<file path="src/core/sle_map.svh">
// Constants and timing counts for the status lamp encoder
// Function
// RULE1 - Boot or lamp test: flash all three lamps
// RULE2 - Halted: operating yellow, service yellow steady
// RULE3 - Internal activity: operating flashes yellow, service lit
// RULE4 - Primary boot phase: operating flashes, service lit
// RULE5 - Backup aligning: operating and fault flash
// RULE6 - Warm restart: operating flashes yellow, others dark; code still lights service and flashes fault after card loss
// RULE7 - Maintenance or aligning/forcing/pause: green, service lit
// RULE8 - Clean run: operating green, others dark
// RULE9 - Event in dual active: fault flashes
// RULE10 - Event plus maintenance: fault flashes, service lit
// RULE11 - Card loss in dual active: go single active
// RULE12 - Card loss: fault flashes exactly three times
// RULE13 - Card loss: service lit until dual active
// RULE14 - Service dark only in dual active with no demand, or in warm restart
// RULE15 - One shared blink timebase keeps lamps in phase
// RULE16 - Fixed priority selects one pattern
`ifndef SLE_MAP_SVH
`define SLE_MAP_SVH
`define SLE_CLK_HZ 50000000
`define SLE_BLINK_HALF_MS 250
`define SLE_BLINK_HALF_CYC ((`SLE_CLK_HZ / 1000) * `SLE_BLINK_HALF_MS)
`define SLE_BLINK_W 24
`define SLE_CARD_FLASHES 3
`define SLE_FLASH_CNT_W 2
`endif

</file>
<file path="src/core/sle_pkg.sv">
// Types for the status lamp encoder
package sle_pkg;
   typedef enum logic [1:0] {
      SLE_OFF = 2'h0,
      SLE_LIT = 2'h1,
      SLE_FLASH = 2'h2
   } sle_lamp_mode_t;
   typedef enum logic [1:0] {
      SLE_COL_YELLOW = 2'h0,
      SLE_COL_GREEN = 2'h1,
      SLE_COL_BOTH = 2'h2
   } sle_colour_t;
   typedef enum logic [7:0] {
      SLE_ST_BOOT = 8'h01,
      SLE_ST_HALT = 8'h02,
      SLE_ST_PRIM_BOOT = 8'h04,
      SLE_ST_BACK_ALIGN = 8'h08,
      SLE_ST_WARM = 8'h10,
      SLE_ST_PRIM_ALIGN = 8'h20,
      SLE_ST_PRIM_RUN = 8'h40,
      SLE_ST_DUAL = 8'h80
   } sle_opstate_t;
   typedef enum logic [1:0] {
      SLE_RED_IDLE = 2'h1,
      SLE_RED_SINGLE = 2'h2
   } sle_red_t;
endpackage

</file>
<file path="src/core/sle_encoder.sv">
// Status lamp encoder: state and diagnostics to three lamps
`timescale 1ns/1ns
`include "sle_map.svh"
module sle_encoder #(
   parameter int BLINK_HALF_CYC = `SLE_BLINK_HALF_CYC
) (
   input wire logic mclk_i,
   input wire logic reset_n_i,
   input wire logic ce_i,
   input wire logic lamp_test_i,
   input wire logic internal_act_i,
   input wire logic force_job_i,
   input wire logic energy_pause_i,
   input wire logic maint_demand_i,
   input wire logic diag_event_i,
   input wire logic card_loss_i,
   input wire logic [7:0] op_state_i,
   output logic op_green_o,
   output logic op_yellow_o,
   output logic fault_red_o,
   output logic service_yellow_o,
   output logic single_active_o
);
   logic phase;
   logic fall;
   sle_pkg::sle_lamp_mode_t op_mode, fault_mode, svc_mode;
   sle_pkg::sle_colour_t op_col;
   sle_pkg::sle_red_t red_r, red_nxt;
   logic card_hold_r, card_hold_nxt;
   logic [`SLE_FLASH_CNT_W-1:0] card_cnt_r, card_cnt_nxt;
   logic card_flash_r, card_flash_nxt;
   logic dual;
   logic og_nxt, oy_nxt, fr_nxt, sy_nxt;
   logic og_r, oy_r, fr_r, sy_r, sa_r;

   sle_blink #(
      .HALF_CYC(BLINK_HALF_CYC)
   ) u_blink (
      .mclk_i(mclk_i),
      .reset_n_i(reset_n_i),
      .ce_i(ce_i),
      .phase_o(phase),
      .fall_o(fall)
   );

   function automatic logic lamp_on(input sle_pkg::sle_lamp_mode_t m, input logic ph);
      lamp_on = (m == sle_pkg::SLE_LIT) || ((m == sle_pkg::SLE_FLASH) && ph);
   endfunction

   // Redundancy state: card loss drops dual active to single active
   always_comb begin
      red_nxt = red_r;
      dual = (op_state_i == sle_pkg::SLE_ST_DUAL) && (red_r != sle_pkg::SLE_RED_SINGLE);
      case (red_r)
         sle_pkg::SLE_RED_IDLE: begin
            if (dual && card_loss_i) begin
               red_nxt = sle_pkg::SLE_RED_SINGLE; // [RULE11]
            end
         end
         sle_pkg::SLE_RED_SINGLE: begin
            if (op_state_i != sle_pkg::SLE_ST_DUAL) begin
               red_nxt = sle_pkg::SLE_RED_IDLE;
            end
         end
         default: red_nxt = sle_pkg::SLE_RED_IDLE;
      endcase
   end

   // Card loss tracking: three fault flashes and service hold
   always_comb begin
      card_hold_nxt = card_hold_r;
      card_cnt_nxt = card_cnt_r;
      card_flash_nxt = card_flash_r;
      if ((red_r == sle_pkg::SLE_RED_IDLE) && dual && card_loss_i) begin
         card_hold_nxt = 1'b1;
         card_flash_nxt = 1'b1;
         card_cnt_nxt = '0;
      end else begin
         // Only a flash that was really shown counts at the phase fall
         if (card_flash_r && fall && fr_r) begin
            if (card_cnt_r == `SLE_FLASH_CNT_W'(`SLE_CARD_FLASHES - 1)) begin
               card_flash_nxt = 1'b0; // [RULE12]
               card_cnt_nxt = '0;
            end else begin
               card_cnt_nxt = card_cnt_r + `SLE_FLASH_CNT_W'(1);
            end
         end
         if (card_hold_r && (red_r == sle_pkg::SLE_RED_IDLE) &&
             (op_state_i == sle_pkg::SLE_ST_DUAL)) begin
            card_hold_nxt = 1'b0; // [RULE13]
         end
      end
   end

   // Pattern selection by fixed priority
   always_comb begin
      op_mode = sle_pkg::SLE_LIT;
      op_col = sle_pkg::SLE_COL_GREEN;
      fault_mode = sle_pkg::SLE_OFF;
      svc_mode = sle_pkg::SLE_OFF;
      if (lamp_test_i || (op_state_i == sle_pkg::SLE_ST_BOOT)) begin // [RULE16]
         op_mode = sle_pkg::SLE_FLASH; // [RULE1]
         op_col = sle_pkg::SLE_COL_BOTH;
         fault_mode = sle_pkg::SLE_FLASH;
         svc_mode = sle_pkg::SLE_FLASH;
      end else if (op_state_i == sle_pkg::SLE_ST_WARM) begin
         op_mode = sle_pkg::SLE_FLASH; // [RULE6]
         op_col = sle_pkg::SLE_COL_YELLOW;
      end else if (internal_act_i && !dual) begin
         op_mode = sle_pkg::SLE_FLASH; // [RULE3]
         op_col = sle_pkg::SLE_COL_YELLOW;
         svc_mode = sle_pkg::SLE_LIT;
      end else if (op_state_i == sle_pkg::SLE_ST_HALT) begin
         op_col = sle_pkg::SLE_COL_YELLOW; // [RULE2]
         svc_mode = sle_pkg::SLE_LIT;
      end else if (op_state_i == sle_pkg::SLE_ST_PRIM_BOOT) begin
         op_mode = sle_pkg::SLE_FLASH; // [RULE4]
         op_col = sle_pkg::SLE_COL_BOTH;
         svc_mode = sle_pkg::SLE_LIT;
      end else if (op_state_i == sle_pkg::SLE_ST_BACK_ALIGN) begin
         op_mode = sle_pkg::SLE_FLASH; // [RULE5]
         op_col = sle_pkg::SLE_COL_BOTH;
         fault_mode = sle_pkg::SLE_FLASH;
         svc_mode = sle_pkg::SLE_LIT;
      end else if (diag_event_i && maint_demand_i) begin
         fault_mode = sle_pkg::SLE_FLASH; // [RULE10]
         svc_mode = sle_pkg::SLE_LIT;
      end else if (diag_event_i && dual) begin
         fault_mode = sle_pkg::SLE_FLASH; // [RULE9]
      end else if (maint_demand_i || force_job_i || energy_pause_i ||
                   (op_state_i == sle_pkg::SLE_ST_PRIM_ALIGN)) begin
         svc_mode = sle_pkg::SLE_LIT; // [RULE7]
      end else begin
         op_mode = sle_pkg::SLE_LIT; // [RULE8]
      end
      if (card_flash_r && !lamp_test_i && (op_state_i != sle_pkg::SLE_ST_BOOT)) begin
         fault_mode = sle_pkg::SLE_FLASH; // [RULE12]
      end
      if (card_hold_r && !dual && (svc_mode == sle_pkg::SLE_OFF)) begin
         svc_mode = sle_pkg::SLE_LIT; // [RULE13]
      end
      if (!(dual && !maint_demand_i) && (svc_mode == sle_pkg::SLE_OFF) &&
          (op_state_i != sle_pkg::SLE_ST_WARM)) begin
         svc_mode = sle_pkg::SLE_LIT; // [RULE14]
      end
   end

   // Lamp drive from the shared blink phase
   always_comb begin
      og_nxt = lamp_on(op_mode, phase) && (op_col != sle_pkg::SLE_COL_YELLOW); // [RULE15]
      oy_nxt = lamp_on(op_mode, phase) && (op_col != sle_pkg::SLE_COL_GREEN);
      fr_nxt = lamp_on(fault_mode, phase);
      sy_nxt = lamp_on(svc_mode, phase);
   end

   always_ff @(posedge mclk_i) begin
      if (!reset_n_i) begin
         red_r <= sle_pkg::SLE_RED_IDLE;
         card_hold_r <= 1'b0;
         card_cnt_r <= '0;
         card_flash_r <= 1'b0;
         og_r <= 1'b0;
         oy_r <= 1'b0;
         fr_r <= 1'b0;
         sy_r <= 1'b0;
         sa_r <= 1'b0;
      end else if (ce_i) begin
         red_r <= red_nxt;
         card_hold_r <= card_hold_nxt;
         card_cnt_r <= card_cnt_nxt;
         card_flash_r <= card_flash_nxt;
         og_r <= og_nxt;
         oy_r <= oy_nxt;
         fr_r <= fr_nxt;
         sy_r <= sy_nxt;
         sa_r <= (red_nxt == sle_pkg::SLE_RED_SINGLE);
      end
   end

   assign op_green_o = og_r;
   assign op_yellow_o = oy_r;
   assign fault_red_o = fr_r;
   assign service_yellow_o = sy_r;
   assign single_active_o = sa_r;
endmodule

</file>
<file path="src/core/sle_blink.sv">
// Shared blink timebase for all lamps
`timescale 1ns/1ns
`include "sle_map.svh"
module sle_blink #(
   parameter int HALF_CYC = `SLE_BLINK_HALF_CYC
) (
   input wire logic mclk_i,
   input wire logic reset_n_i,
   input wire logic ce_i,
   output logic phase_o,
   output logic fall_o
);
   logic [`SLE_BLINK_W-1:0] cnt_r, cnt_nxt;
   logic phase_r, phase_nxt;
   logic fall_r, fall_nxt;
   always_comb begin
      cnt_nxt = cnt_r + `SLE_BLINK_W'(1);
      phase_nxt = phase_r;
      fall_nxt = 1'b0;
      if (cnt_r == `SLE_BLINK_W'(HALF_CYC - 1)) begin // [RULE15]
         cnt_nxt = '0;
         phase_nxt = ~phase_r;
         fall_nxt = phase_r;
      end
   end
   always_ff @(posedge mclk_i) begin
      if (!reset_n_i) begin
         cnt_r <= '0;
         phase_r <= 1'b0;
         fall_r <= 1'b0;
      end else if (ce_i) begin
         cnt_r <= cnt_nxt;
         phase_r <= phase_nxt;
         fall_r <= fall_nxt;
      end
   end
   assign phase_o = phase_r;
   assign fall_o = fall_r;
endmodule

</file>
<file path="config.mk">
export PLATFORM = sky130hd
export DESIGN_NAME = sle_encoder
export DESIGN_NICKNAME = d
export VERILOG_FILES = /design/src/core/sle_pkg.sv /design/src/core/sle_encoder.sv /design/src/core/sle_blink.sv
export VERILOG_INCLUDE_DIRS = /design/src /design/src/core
export SDC_FILE = /design/constraint.sdc
export NUM_CORES = 1
export LEC_CHECK = 0
export BUFFER_PORTS_ARGS = -buffer_cell sky130_fd_sc_hd__buf_4
export CAP_MARGIN = 20
export CORE_MARGIN = 4
export CORE_UTILIZATION = 25
export DETAILED_ROUTE_END_ITERATION = 16
export MAX_ROUTING_LAYER = met4
export PLACE_DENSITY = 0.4
export SYNTH_ARGS = -nofsm -noshare
export SYNTH_HDL_FRONTEND = slang
export SYNTH_SLANG_ARGS = --single-unit
</file>
<file path="constraint.sdc">
create_clock -name mclk_i -period 1.6 [get_ports mclk_i]
set_input_delay 0.08 -clock mclk_i [delete_from_list [all_inputs] [get_ports mclk_i]]
set_output_delay 0.08 -clock mclk_i [all_outputs]
set_load 0.005 [all_outputs]
</file>
==> flow_summary_export.csv, run 1 <==
group,metric,value,unit
status,status,"complete, but fails checks",
status,failed_checks,"setup timing",
min_path,min_to,"service_yellow_o",
sta,drv_slew,0,
pwr,p_int,1.33,mW
sta,tightest_slew,0.503,ns
worst_setup_path,timing.rr.start,"red_r[0]",
clock_tree,insertion_delay,0.28,ns
yosys,ys_seq_area_share,38.1,%
route,drcViolationCount,0,
worst_setup_path,worstPathRequired,1.79,ns
final_layout,nNetsFinal,320,
worst_setup_path,critPathLaunchType,"flip-flop",
placement,hpwlAfterDp,3840,um
floorplan,die_w,96.2,um
worst_setup_path,cpPeakStageDelay,0.40,ns
yosys,netlist_instances,230,
yosys,synth_area_per_cell,8.45,um2
floorplan,start_util,26.2,%
worst_setup_path,cp_slowest_cell,"or3_4",
sta,slew_headroom,66.0,%
final_layout,syn2layout_area_growth,43.2,%
yosys,synth_nets,251,
grt,grt_max_degree,13,
min_path,hold_path.class,"input port to flip-flop",
job,maxCapViolations,0,
sta,hold_viol_final,0,
grt,grt_use_total,11.7,%
clock_tree,cts_made_buffers,5,
clock_tree,clock-sinks,37,
final_layout,diodes,0,
yosys,synthesis.area,1940,um2
clock_tree,cts_buffer_depth,2,
route,wirelength,5060,um
yosys,yosys_warnings,0,
floorplan,rows,31,
route,vias,1851,
sta,tns,-0.0169,ns
worst_setup_path,path_class,"flip-flop to flip-flop",
yosys,synth_ff_type,"dfxtp_1",
grt,grt_pass1_vias,1729,
pwr,combPwrFrac,10.8,%
worst_setup_path,worstPathMaxFanout,4,
worst_setup_path,r2r_cells,6,
floorplan,die_height,96.2,um
worst_setup_path,r2r_end,"op_yellow_o",
sta,fmax,618,MHz
route,avgRoutedWirePerCell,12.7,um
sta,period_share,101,%
min_path,hold_path_depth,2,
grt,grt_overflow,0,
placement,port_buffers,22,
sta,period_minus_slack,1.62,ns
floorplan,io-pin-count,23,
sta,setup_slack,-0.0169,ns
pwr,p_clk_share,35.9,%
floorplan,core,7410,um2
final_layout,layout-drive-gt1-share,36.0,%
yosys,synthArstFlopShare,0,%
worst_setup_path,cp-end-kind,"flip-flop",
pwr,netSwitchingFraction,24.4,%
sta,finClkSkew,0.00693,ns
worst_setup_path,crit_arrival,1.80,ns
route,first_pass_iters,4,
sta,rsz0062_at_grt,"yes",
min_path,hp-start,"reset_n_i",
worst_setup_path,r2r_slack,-0.02,ns
grt,antenna_found_initial,0,
pwr,p_seq_share,53.3,%
grt,grt_pass1_wl,8220,um
route,ant_nets,0,
pwr,ir_drop,0.457,mV
pwr,power_density,633,nW/um2
worst_setup_path,path_cells,"inv_2 -> ha_4 -> or3_4 -> a211oi_4 -> a31oi_1 -> a21o_1",
clock_tree,clk_transition_reported_paths,0.07,ns
yosys,synth_cell_types,47,
clock_tree,cts_max_level,2,
clock_tree,root_buffer,"clkbuf_8",
placement,place_congestion,0.771,
pwr,p_switching,0.431,mW
pwr,power.leakage,1.09,nW
yosys,synth_edf_count,0,
final_layout,top_register,"u_blink.cnt_r",
final_layout,largest_reg_flops,24,
final_layout,fin_util,37.6,%
route,viasPerCell,4.64,
sta,final-setup-viol-count,1,
floorplan,dieArea,9250,um2
route,drt_iter0_markers,84,
yosys,yosys_register_bits,37,
clock_tree,cts_tree,"yes",
final_layout,top_regs,"u_blink.cnt_r (24), card_cnt_r (2), red_r (2)",
==> critical path, delay by kind of cell, from the launching register on <==
family	cells	cell delay, ns
AOI/OAI and AO/OA	3	0.58
adders and majority gates	1	0.16
buffers and inverters	1	0.04
DFF	1	0.33
and+or+nand+nor	1	0.40
==> power groups by stage <==
stage                     clock network, mW  registers, mW  logic, mW
after floorplan                           0          0.957     0.0674
after global placement                    0          0.957      0.184
after detailed placement                  0          0.957      0.183
after CTS                             0.668          0.936      0.186
after global routing                  0.712          0.940      0.211
final                                 0.633          0.939      0.190
==> worst max path at each step <==
| stage | from | to | cells after the start |
|---|---|---|---|
| 4_1_cts | red_r[0] | op_yellow_o | 6 |
| 3_5_place_dp | op_state_i[0] | op_yellow_o | 6 |
| 2_1_floorplan | red_r[0] | op_yellow_o | 6 |
| 6_report | red_r[0] | op_yellow_o | 6 |
| 5_1_grt | red_r[0] | op_yellow_o | 6 |
| 3_3_place_gp | op_state_i[0] | service_yellow_o | 6 |
==> cell type report <==
cell class	count	area, um2
Clock buffer	5	68.8
Clock inverter	3	17.5
Fill cell	780	4630
Inverter	6	22.5
Multi-Input combinational cell	181	1270
Sequential cell	37	756
Tap cell	99	124
Timing Repair Buffer	68	522
==> cells by family after synthesis <==
| family | share of synthesized area [%] |
|---|---|
| AOI/OAI and AO/OA | 12.3 |
| xor gates and xnor gates | 12.2 |
| adders and majority gates | 1.93 |
| buffers and inverters | 2.32 |
| DFF | 38.1 |
| muxes | 0.515 |
| and+or+nand+nor | 32.6 |
==> metrics by stage <==
| step | hold slack [ns] | worst slack, ns | total power [mW] | instances | area, um2 |
|---|---|---|---|---|---|
| 2_1_floorplan | 0.218 | -0.0333 | 1.02 | 230 | 1960 |
| 6_report | 0.0741 | -0.0169 | 1.76 | 399 | 2780 |
| 3_3_place_gp | 0.363 | -0.221 | 1.14 | 387 | 2540 |
| 3_5_place_dp | 0.366 | -0.243 | 1.14 | 387 | 2540 |
| 5_1_grt | 0.0839 | -0.139 | 1.86 | 399 | 2780 |
| 4_1_cts | 0.0611 | 0.00717 | 1.79 | 395 | 2650 |
==> Yosys cell counts (all sizes together), types with 2 or more instances <==
master	instances	share of area, %
a21boi	3	1.2
dfxtp	37	38
clkbuf	6	1.2
a311oi	2	0.90
and2	4	1.3
xnor2	12	5.4
nor3	5	1.3
ha	3	1.9
and4	4	1.8
nor4	7	2.3
nand4	8	2.6
and3	7	2.3
nand3	11	2.8
inv	6	1.2
nand2b	3	0.97
a31oi	3	0.97
or3	2	0.90
xor2	15	6.8
o22ai	2	0.64
a41oi	2	0.90
nand2	19	3.7
o21a	3	1.2
nor2	34	6.6
nor2b	4	1.3
o21ai	6	1.5
or4	3	1.5
==> layer usage <==
layer  vias to the layer above  part of all wire, %  GRT usage [%]
met5                         -                    0              -
met4                         0                 0.79           3.55
met3                         4                  3.7           2.35
met2                        25                   45           17.6
met1                       857                   50           15.7
li1                        965                    -              -
==> placed cells by master (no fill, tap or decap), types with 6 or more instances in the layout <==
cell and count:
and3_1 7, dfxtp_1 27, dfxtp_2 9, xor2_1 15, nand3_1 8, xnor2_1 12
buf_4 65, o21ai_0 6, nand2_1 18, nand4_1 8, nor2_1 34
==> timing repair <==
action                                  4_1_cts  5_1_grt
cloned                                        0        0
resized for setup                             3       29
buffers inserted                              0        4
hold buffers                                  0        0
endpoints found under the setup margin        3       33
pin swaps                                     3       13
Note: power is estimated with default switching activity, not from simulation.
==> run 2, diff against run 1 <==
--- a/config.mk
+++ b/config.mk
@@ -10,9 +10,10 @@
 export CAP_MARGIN = 20
 export CORE_MARGIN = 4
 export CORE_UTILIZATION = 25
+export CTS_BUF_LIST = sky130_fd_sc_hd__clkbuf_16
 export DETAILED_ROUTE_END_ITERATION = 16
 export MAX_ROUTING_LAYER = met4
-export PLACE_DENSITY = 0.4
+export PLACE_DENSITY = 0.39
 export SYNTH_ARGS = -nofsm -noshare
 export SYNTH_HDL_FRONTEND = slang
 export SYNTH_SLANG_ARGS = --single-unit
==> constraint.sdc (replaced) <==
create_clock -name mclk_i -period 1.97 [get_ports mclk_i]
set_input_delay 0.0985 -clock mclk_i [delete_from_list [all_inputs] [get_ports mclk_i]]
set_output_delay 0.0985 -clock mclk_i [all_outputs]
set_load 0.005 [all_outputs]
==> run 2 against run 1 <==
The run now ends clean. Flip-flop and latch count unchanged. Sequential power decreased by 19%. Design area decreased by 13%. First-iteration DRC count decreased by 18%. Global-route usage decreased by 0.62 points. Cell count decreased by 9.8%. Combinational power decreased by 37%. Via count decreased by 8.5%. Non-clock buffer count decreased by 39. Wire length decreased by 10%.
==> flow_summary_export.csv, run 2 (synthesis results as in run 1) <==
group,metric,value,unit
route,ant_nets,0,
worst_setup_path,cpPeakStageDelay,0.42,ns
worst_setup_path,r2r_end,"op_yellow_o",
job,maxCapViolations,0,
clock_tree,insertion_delay,0.28,ns
worst_setup_path,worstPathMaxFanout,5,
sta,hold_viol_final,0,
clock_tree,cts_made_buffers,5,
sta,tns,0,ns
placement,place_congestion,0.818,
sta,period_share,88.7,%
route,first_pass_iters,5,
sta,whs,0.106,ns
sta,drv_slew,0,
final_layout,diodes,0,
pwr,power_density,677,nW/um2
worst_setup_path,cp-startpoint,"red_r[0]",
worst_setup_path,crit_path_end,"op_yellow_o",
clock_tree,post-cts-setup-buffer-count,0,
grt,grt_use_total,11.0,%
worst_setup_path,worstPathRequired,2.14,ns
final_layout,layout-drive-gt1-share,15.7,%
clock_tree,cts_buffer_depth,2,
sta,fmax,572,MHz
clock_tree,root_buffer,"clkbuf_16",
grt,grt_pass1_vias,1526,
floorplan,core,7410,um2
clock_tree,cts_max_level,2,
worst_setup_path,path_delay_family,"compound AO/OA/AOI/OAI gates",
final_layout,largest_reg_flops,24,
pwr,power.total,1.63,mW
placement,hpwlAfterDp,3410,um
final_layout,mostFrequentLayoutCell,"dfxtp_1",
worst_setup_path,cp_slowest_cell,"or3_4",
worst_setup_path,crit_arrival,1.92,ns
final_layout,top_register,"u_blink.cnt_r",
route,drt_iter0_markers,69,
clock_tree,cts_tree,"yes",
worst_setup_path,cp-end-kind,"flip-flop",
worst_setup_path,cp_num_buf_inv,1,
floorplan,rows,31,
final_layout,fin_util,32.6,%
floorplan,io-pin-count,23,
final_layout,syn2layout_area_growth,24.2,%
worst_setup_path,critPathLaunchType,"flip-flop",
sta,tightest_slew,0.510,ns
floorplan,die_height,96.2,um
sta,finClkSkew,0.00344,ns
grt,grt_overflow,0,
clock_tree,clock-sinks,37,
status,status,"completed",
floorplan,die_w,96.2,um
route,drcViolationCount,0,
placement,port_buffers,22,
worst_setup_path,r2r_cells,6,
floorplan,dieArea,9250,um2
worst_setup_path,path_class,"flip-flop to flip-flop",
min_path,hold_path.class,"input port to flip-flop",
clock_tree,holdBufCountCts,0,
floorplan,start_util,26.2,%
sta,rsz0062_at_grt,"no",
final_layout,nNetsFinal,281,
route,vias,1694,
worst_setup_path,timing.rr.start,"red_r[0]",
sta,final-setup-viol-count,0,
worst_setup_path,path_cells,"inv_1 -> ha_1 -> or3_4 -> a211oi_2 -> a31oi_1 -> a21o_1",
final_layout,layout_common_cells,"37 x dfxtp_1, 34 x nor2_1, 28 x buf_4",
sta,slew_headroom,65.5,%
route,avgRoutedWirePerCell,12.6,um
route,viasPerCell,4.71,
sta,period_minus_slack,1.75,ns
final_layout,nFillCells,796,
route,wirelength,4540,um
pwr,ir_drop,0.281,mV
grt,grt_pass1_wl,7630,um
worst_setup_path,cp.depth,6,
pwr,power.leakage,0.923,nW
clock_tree,cts_resized,0,
worst_setup_path,r2r_slack,0.22,ns
grt,grt_max_degree,25,
final_layout,top_regs,"u_blink.cnt_r (24), card_cnt_r (2), red_r (2)",
grt,antenna_found_initial,0,
clock_tree,clk_transition_reported_paths,0.05,ns
==> run 2: cell types whose count changed in the layout (fill, tap and decap cells not counted), sizes merged <==
cell,before,now
clkinvlp,1,0
buf,68,29
inv,6,7
==> run 2: worst min path at each step <==
| stage | start | endpoint | slack [ns] | depth (start not counted) |
|---|---|---|---|---|
| 6_report | reset_n_i | red_r[0] | 0.11 | 2 |
| 4_1_cts | reset_n_i | red_r[0] | 0.1 | 2 |
| 3_3_place_gp | reset_n_i | red_r[0] | 0.39 | 2 |
| 3_5_place_dp | reset_n_i | red_r[0] | 0.39 | 2 |
| 2_1_floorplan | reset_n_i | fault_red_o | 0.24 | 2 |
| 5_1_grt | reset_n_i | red_r[0] | 0.11 | 2 |
==> run 2: metal layers <==
metal  wire (um)  vias up  track usage, %
met5           0        -               -
met4          68        0            4.27
met3         139        7            2.97
met2        1970       20            15.5
met1        2370      773            15.0
li1            -      894               -
==> run 2: report_power, final <==
part	switching, mW	total (mW)	internal (mW)
Sequential	0.00571	0.762	0.756
Combinational	0.0628	0.120	0.0576
Clock	0.292	0.751	0.459
Total	0.361	1.63	1.27
==> run 2: cell type report <==
type	count	area, um2	share of cell area (%)
clock buffers	5	125	5.18
clock inverters	3	13.8	0.570
inverters	6	22.5	0.933
multi-input cells	181	1160	48.0
flip-flops and latches	37	741	30.7
well taps	99	124	5.13
repair buffers	29	230	9.54
==> run 2: metrics by stage <==
stage	instance area [um2]	cells	setup slack [ns]
after CTS	2410	360	0.196
after floorplan	1940	230	0.286
after detailed placement	2270	352	0.0691
after global placement	2270	352	0.0998
after global routing	2410	360	0.0614
final	2410	360	0.222
==> run 2: worst reg2reg max path: stages (launching register included) <==
cell and delay (ns):
dfxtp_1 0.39, inv_1 0.06, ha_1 0.22, or3_4 0.42, a211oi_2 0.27, a31oi_1 0.12, a21o_1 0.17
==> run 3, diff against run 2 <==
==> constraint.sdc (replaced) <==
create_clock -name mclk_i -period 2.1 [get_ports mclk_i]
set_input_delay 0.105 -clock mclk_i [delete_from_list [all_inputs] [get_ports mclk_i]]
set_output_delay 0.105 -clock mclk_i [all_outputs]
set_load 0.005 [all_outputs]
==> run 3 against run 2 <==
Sequential share of layout area up 0.34 points. Utilization down 0.35 points. Clock power decreased by 9.2%. Critical path type unchanged.
==> flow_summary_export.csv, run 3 (synthesis results as in run 1) <==
group,metric,value,unit
status,status,"completed",
pwr,power_density,631,nW/um2
clock_tree,holdBufCountCts,0,
route,drcViolationCount,0,
route,wl_met2,2090,um
sta,whs,0.123,ns
worst_setup_path,cp-end-kind,"flip-flop",
grt,grt_use_total,11.1,%
grt,grt_pass1_vias,1667,
final_layout,layout_common_cells,"37 x dfxtp_1, 34 x nor2_1, 28 x buf_4",
route,avgRoutedWirePerCell,12.9,um
sta,finClkSkew,0.00497,ns
floorplan,dieArea,9250,um2
worst_setup_path,crit_arrival,1.98,ns
sta,slew_headroom,64.3,%
route,ant_nets,0,
worst_setup_path,path_class,"flip-flop to flip-flop",
clock_tree,cts_made_buffers,5,
worst_setup_path,worstPathRequired,2.29,ns
pwr,p_seq_share,47.4,%
clock_tree,post-cts-setup-buffer-count,0,
route,drt_iter0_markers,79,
pwr,p_int,1.18,mW
final_layout,nNetsFinal,280,
sta,period_minus_slack,1.79,ns
final_layout,largest_reg_flops,24,
worst_setup_path,cpPeakStageDelay,0.41,ns
clock_tree,clk_transition_reported_paths,0.05,ns
placement,hpwlAfterDp,3420,um
pwr,power.leakage,0.908,nW
final_layout,stdcell_count,358,
route,first_pass_iters,4,
clock_tree,root_buffer,"clkbuf_16",
grt,grt_max_degree,25,
route,viasPerCell,4.75,
floorplan,die_w,96.2,um
sta,fmax,558,MHz
worst_setup_path,critPathLaunchType,"flip-flop",
final_layout,mostFrequentLayoutCell,"dfxtp_1",
grt,grt_pass1_wl,7870,um
floorplan,start_util,26.2,%
final_layout,diodes,0,
min_path,hold_path.class,"input port to flip-flop",
clock_tree,cts_resized,0,
worst_setup_path,worstPathMaxFanout,5,
pwr,combPwrFrac,7.3,%
sta,tns,0,ns
placement,place_congestion,0.796,
placement,port_buffers,22,
floorplan,rows,31,
clock_tree,cts_buffer_depth,2,
clock_tree,insertion_delay,0.27,ns
grt,grt_overflow,0,
final_layout,top_register,"u_blink.cnt_r",
sta,tightest_slew,0.529,ns
floorplan,io-pin-count,23,
floorplan,die_height,96.2,um
worst_setup_path,path_delay_family,"compound AO/OA/AOI/OAI gates",
placement,placedInstanceArea,2250,um2
pwr,netSwitchingFraction,21.4,%
clock_tree,cts_max_level,2,
worst_setup_path,path_cells,"inv_1 -> ha_1 -> or3_4 -> a211oi_2 -> o221ai_1 -> a31oi_1",
final_layout,top_regs,"u_blink.cnt_r (24), card_cnt_r (2), red_r (2)",
route,vias,1702,
final_layout,fin_area,2390,um2
clock_tree,cts_tree,"yes",
grt,antenna_found_initial,0,
route,highest_layer,"met4",
final_layout,syn2layout_area_growth,22.9,%
route,wl_met1,2330,um
floorplan,core,7410,um2
pwr,ir_drop,0.258,mV
sta,hold_viol_final,0,
clock_tree,clock-sinks,37,
sta,drv_slew,0,
pwr,p_switching,0.322,mW
sta,final-setup-viol-count,0,
sta,rsz0062_at_grt,"no",
final_layout,fin_util,32.2,%
route,wl_met3,183,um
pwr,p_clk_share,45.3,%
placement,dp_cells,351,
sta,period_share,85.4,%
route,wirelength,4630,um
job,maxCapViolations,0,
worst_setup_path,cp_num_buf_inv,1,
worst_setup_path,cp_slowest_cell,"dfxtp_1",
final_layout,layout-drive-gt1-share,14.7,%
-- run 3: cell types whose count changed in the layout (fill, tap and decap cells not counted), sizes merged --
cell	before	now
buf	29	28
clkinv	2	1
-- run 3: cell type report --
class                           count  area [um2]
Clock buffer                        5         125
Clock inverter                      2        7.51
Fill cell                         783        5020
Inverter                            6        22.5
Multi-Input combinational cell    181        1160
Sequential cell                    37         741
Tap cell                           99         124
Timing Repair Buffer               28         210
-- run 3: final timing paths --
check	startpoint	end	slack (ns)	cells past startpoint
setup / recovery	red_r[0]	fault_red_o	0.31	6
hold / removal	reset_n_i	red_r[0]	0.12	2
setup reg to reg	red_r[0]	fault_red_o	0.31	6
hold reg to reg	op_yellow_o	op_yellow_o	0.45	1
-- run 3: power groups by stage --
stage	clock network [mW]	registers (mW)	logic [mW]
6_report	0.682	0.714	0.110
5_1_grt	0.748	0.715	0.123
4_1_cts	0.713	0.714	0.112
3_5_place_dp	0	0.730	0.112
3_3_place_gp	0	0.730	0.114
2_1_floorplan	0	0.729	0.0514
-- run 3: stage by stage --
stage	setup slack, ns	power [mW]
floorplan	0.416	0.780
global placement	0.202	0.843
detailed placement	0.172	0.842
CTS	0.294	1.54
global route	0.189	1.59
finish	0.307	1.51
-- run 3: worst reg2reg max path, cell delays in order (launching register included) --
cell      delay [ns]
dfxtp_1         0.41
inv_1           0.06
ha_1            0.22
or3_4           0.41
a211oi_2        0.29
o221ai_1        0.14
a31oi_1         0.18
-- run 3: layer usage --
layer / up-vias / GRT usage (%)
met2: 21 / 17.1
met3: 2 / 2.89
met4: 0 / 1.78
met1: 790 / 14.7
met5: - / -
li1: 889 / -
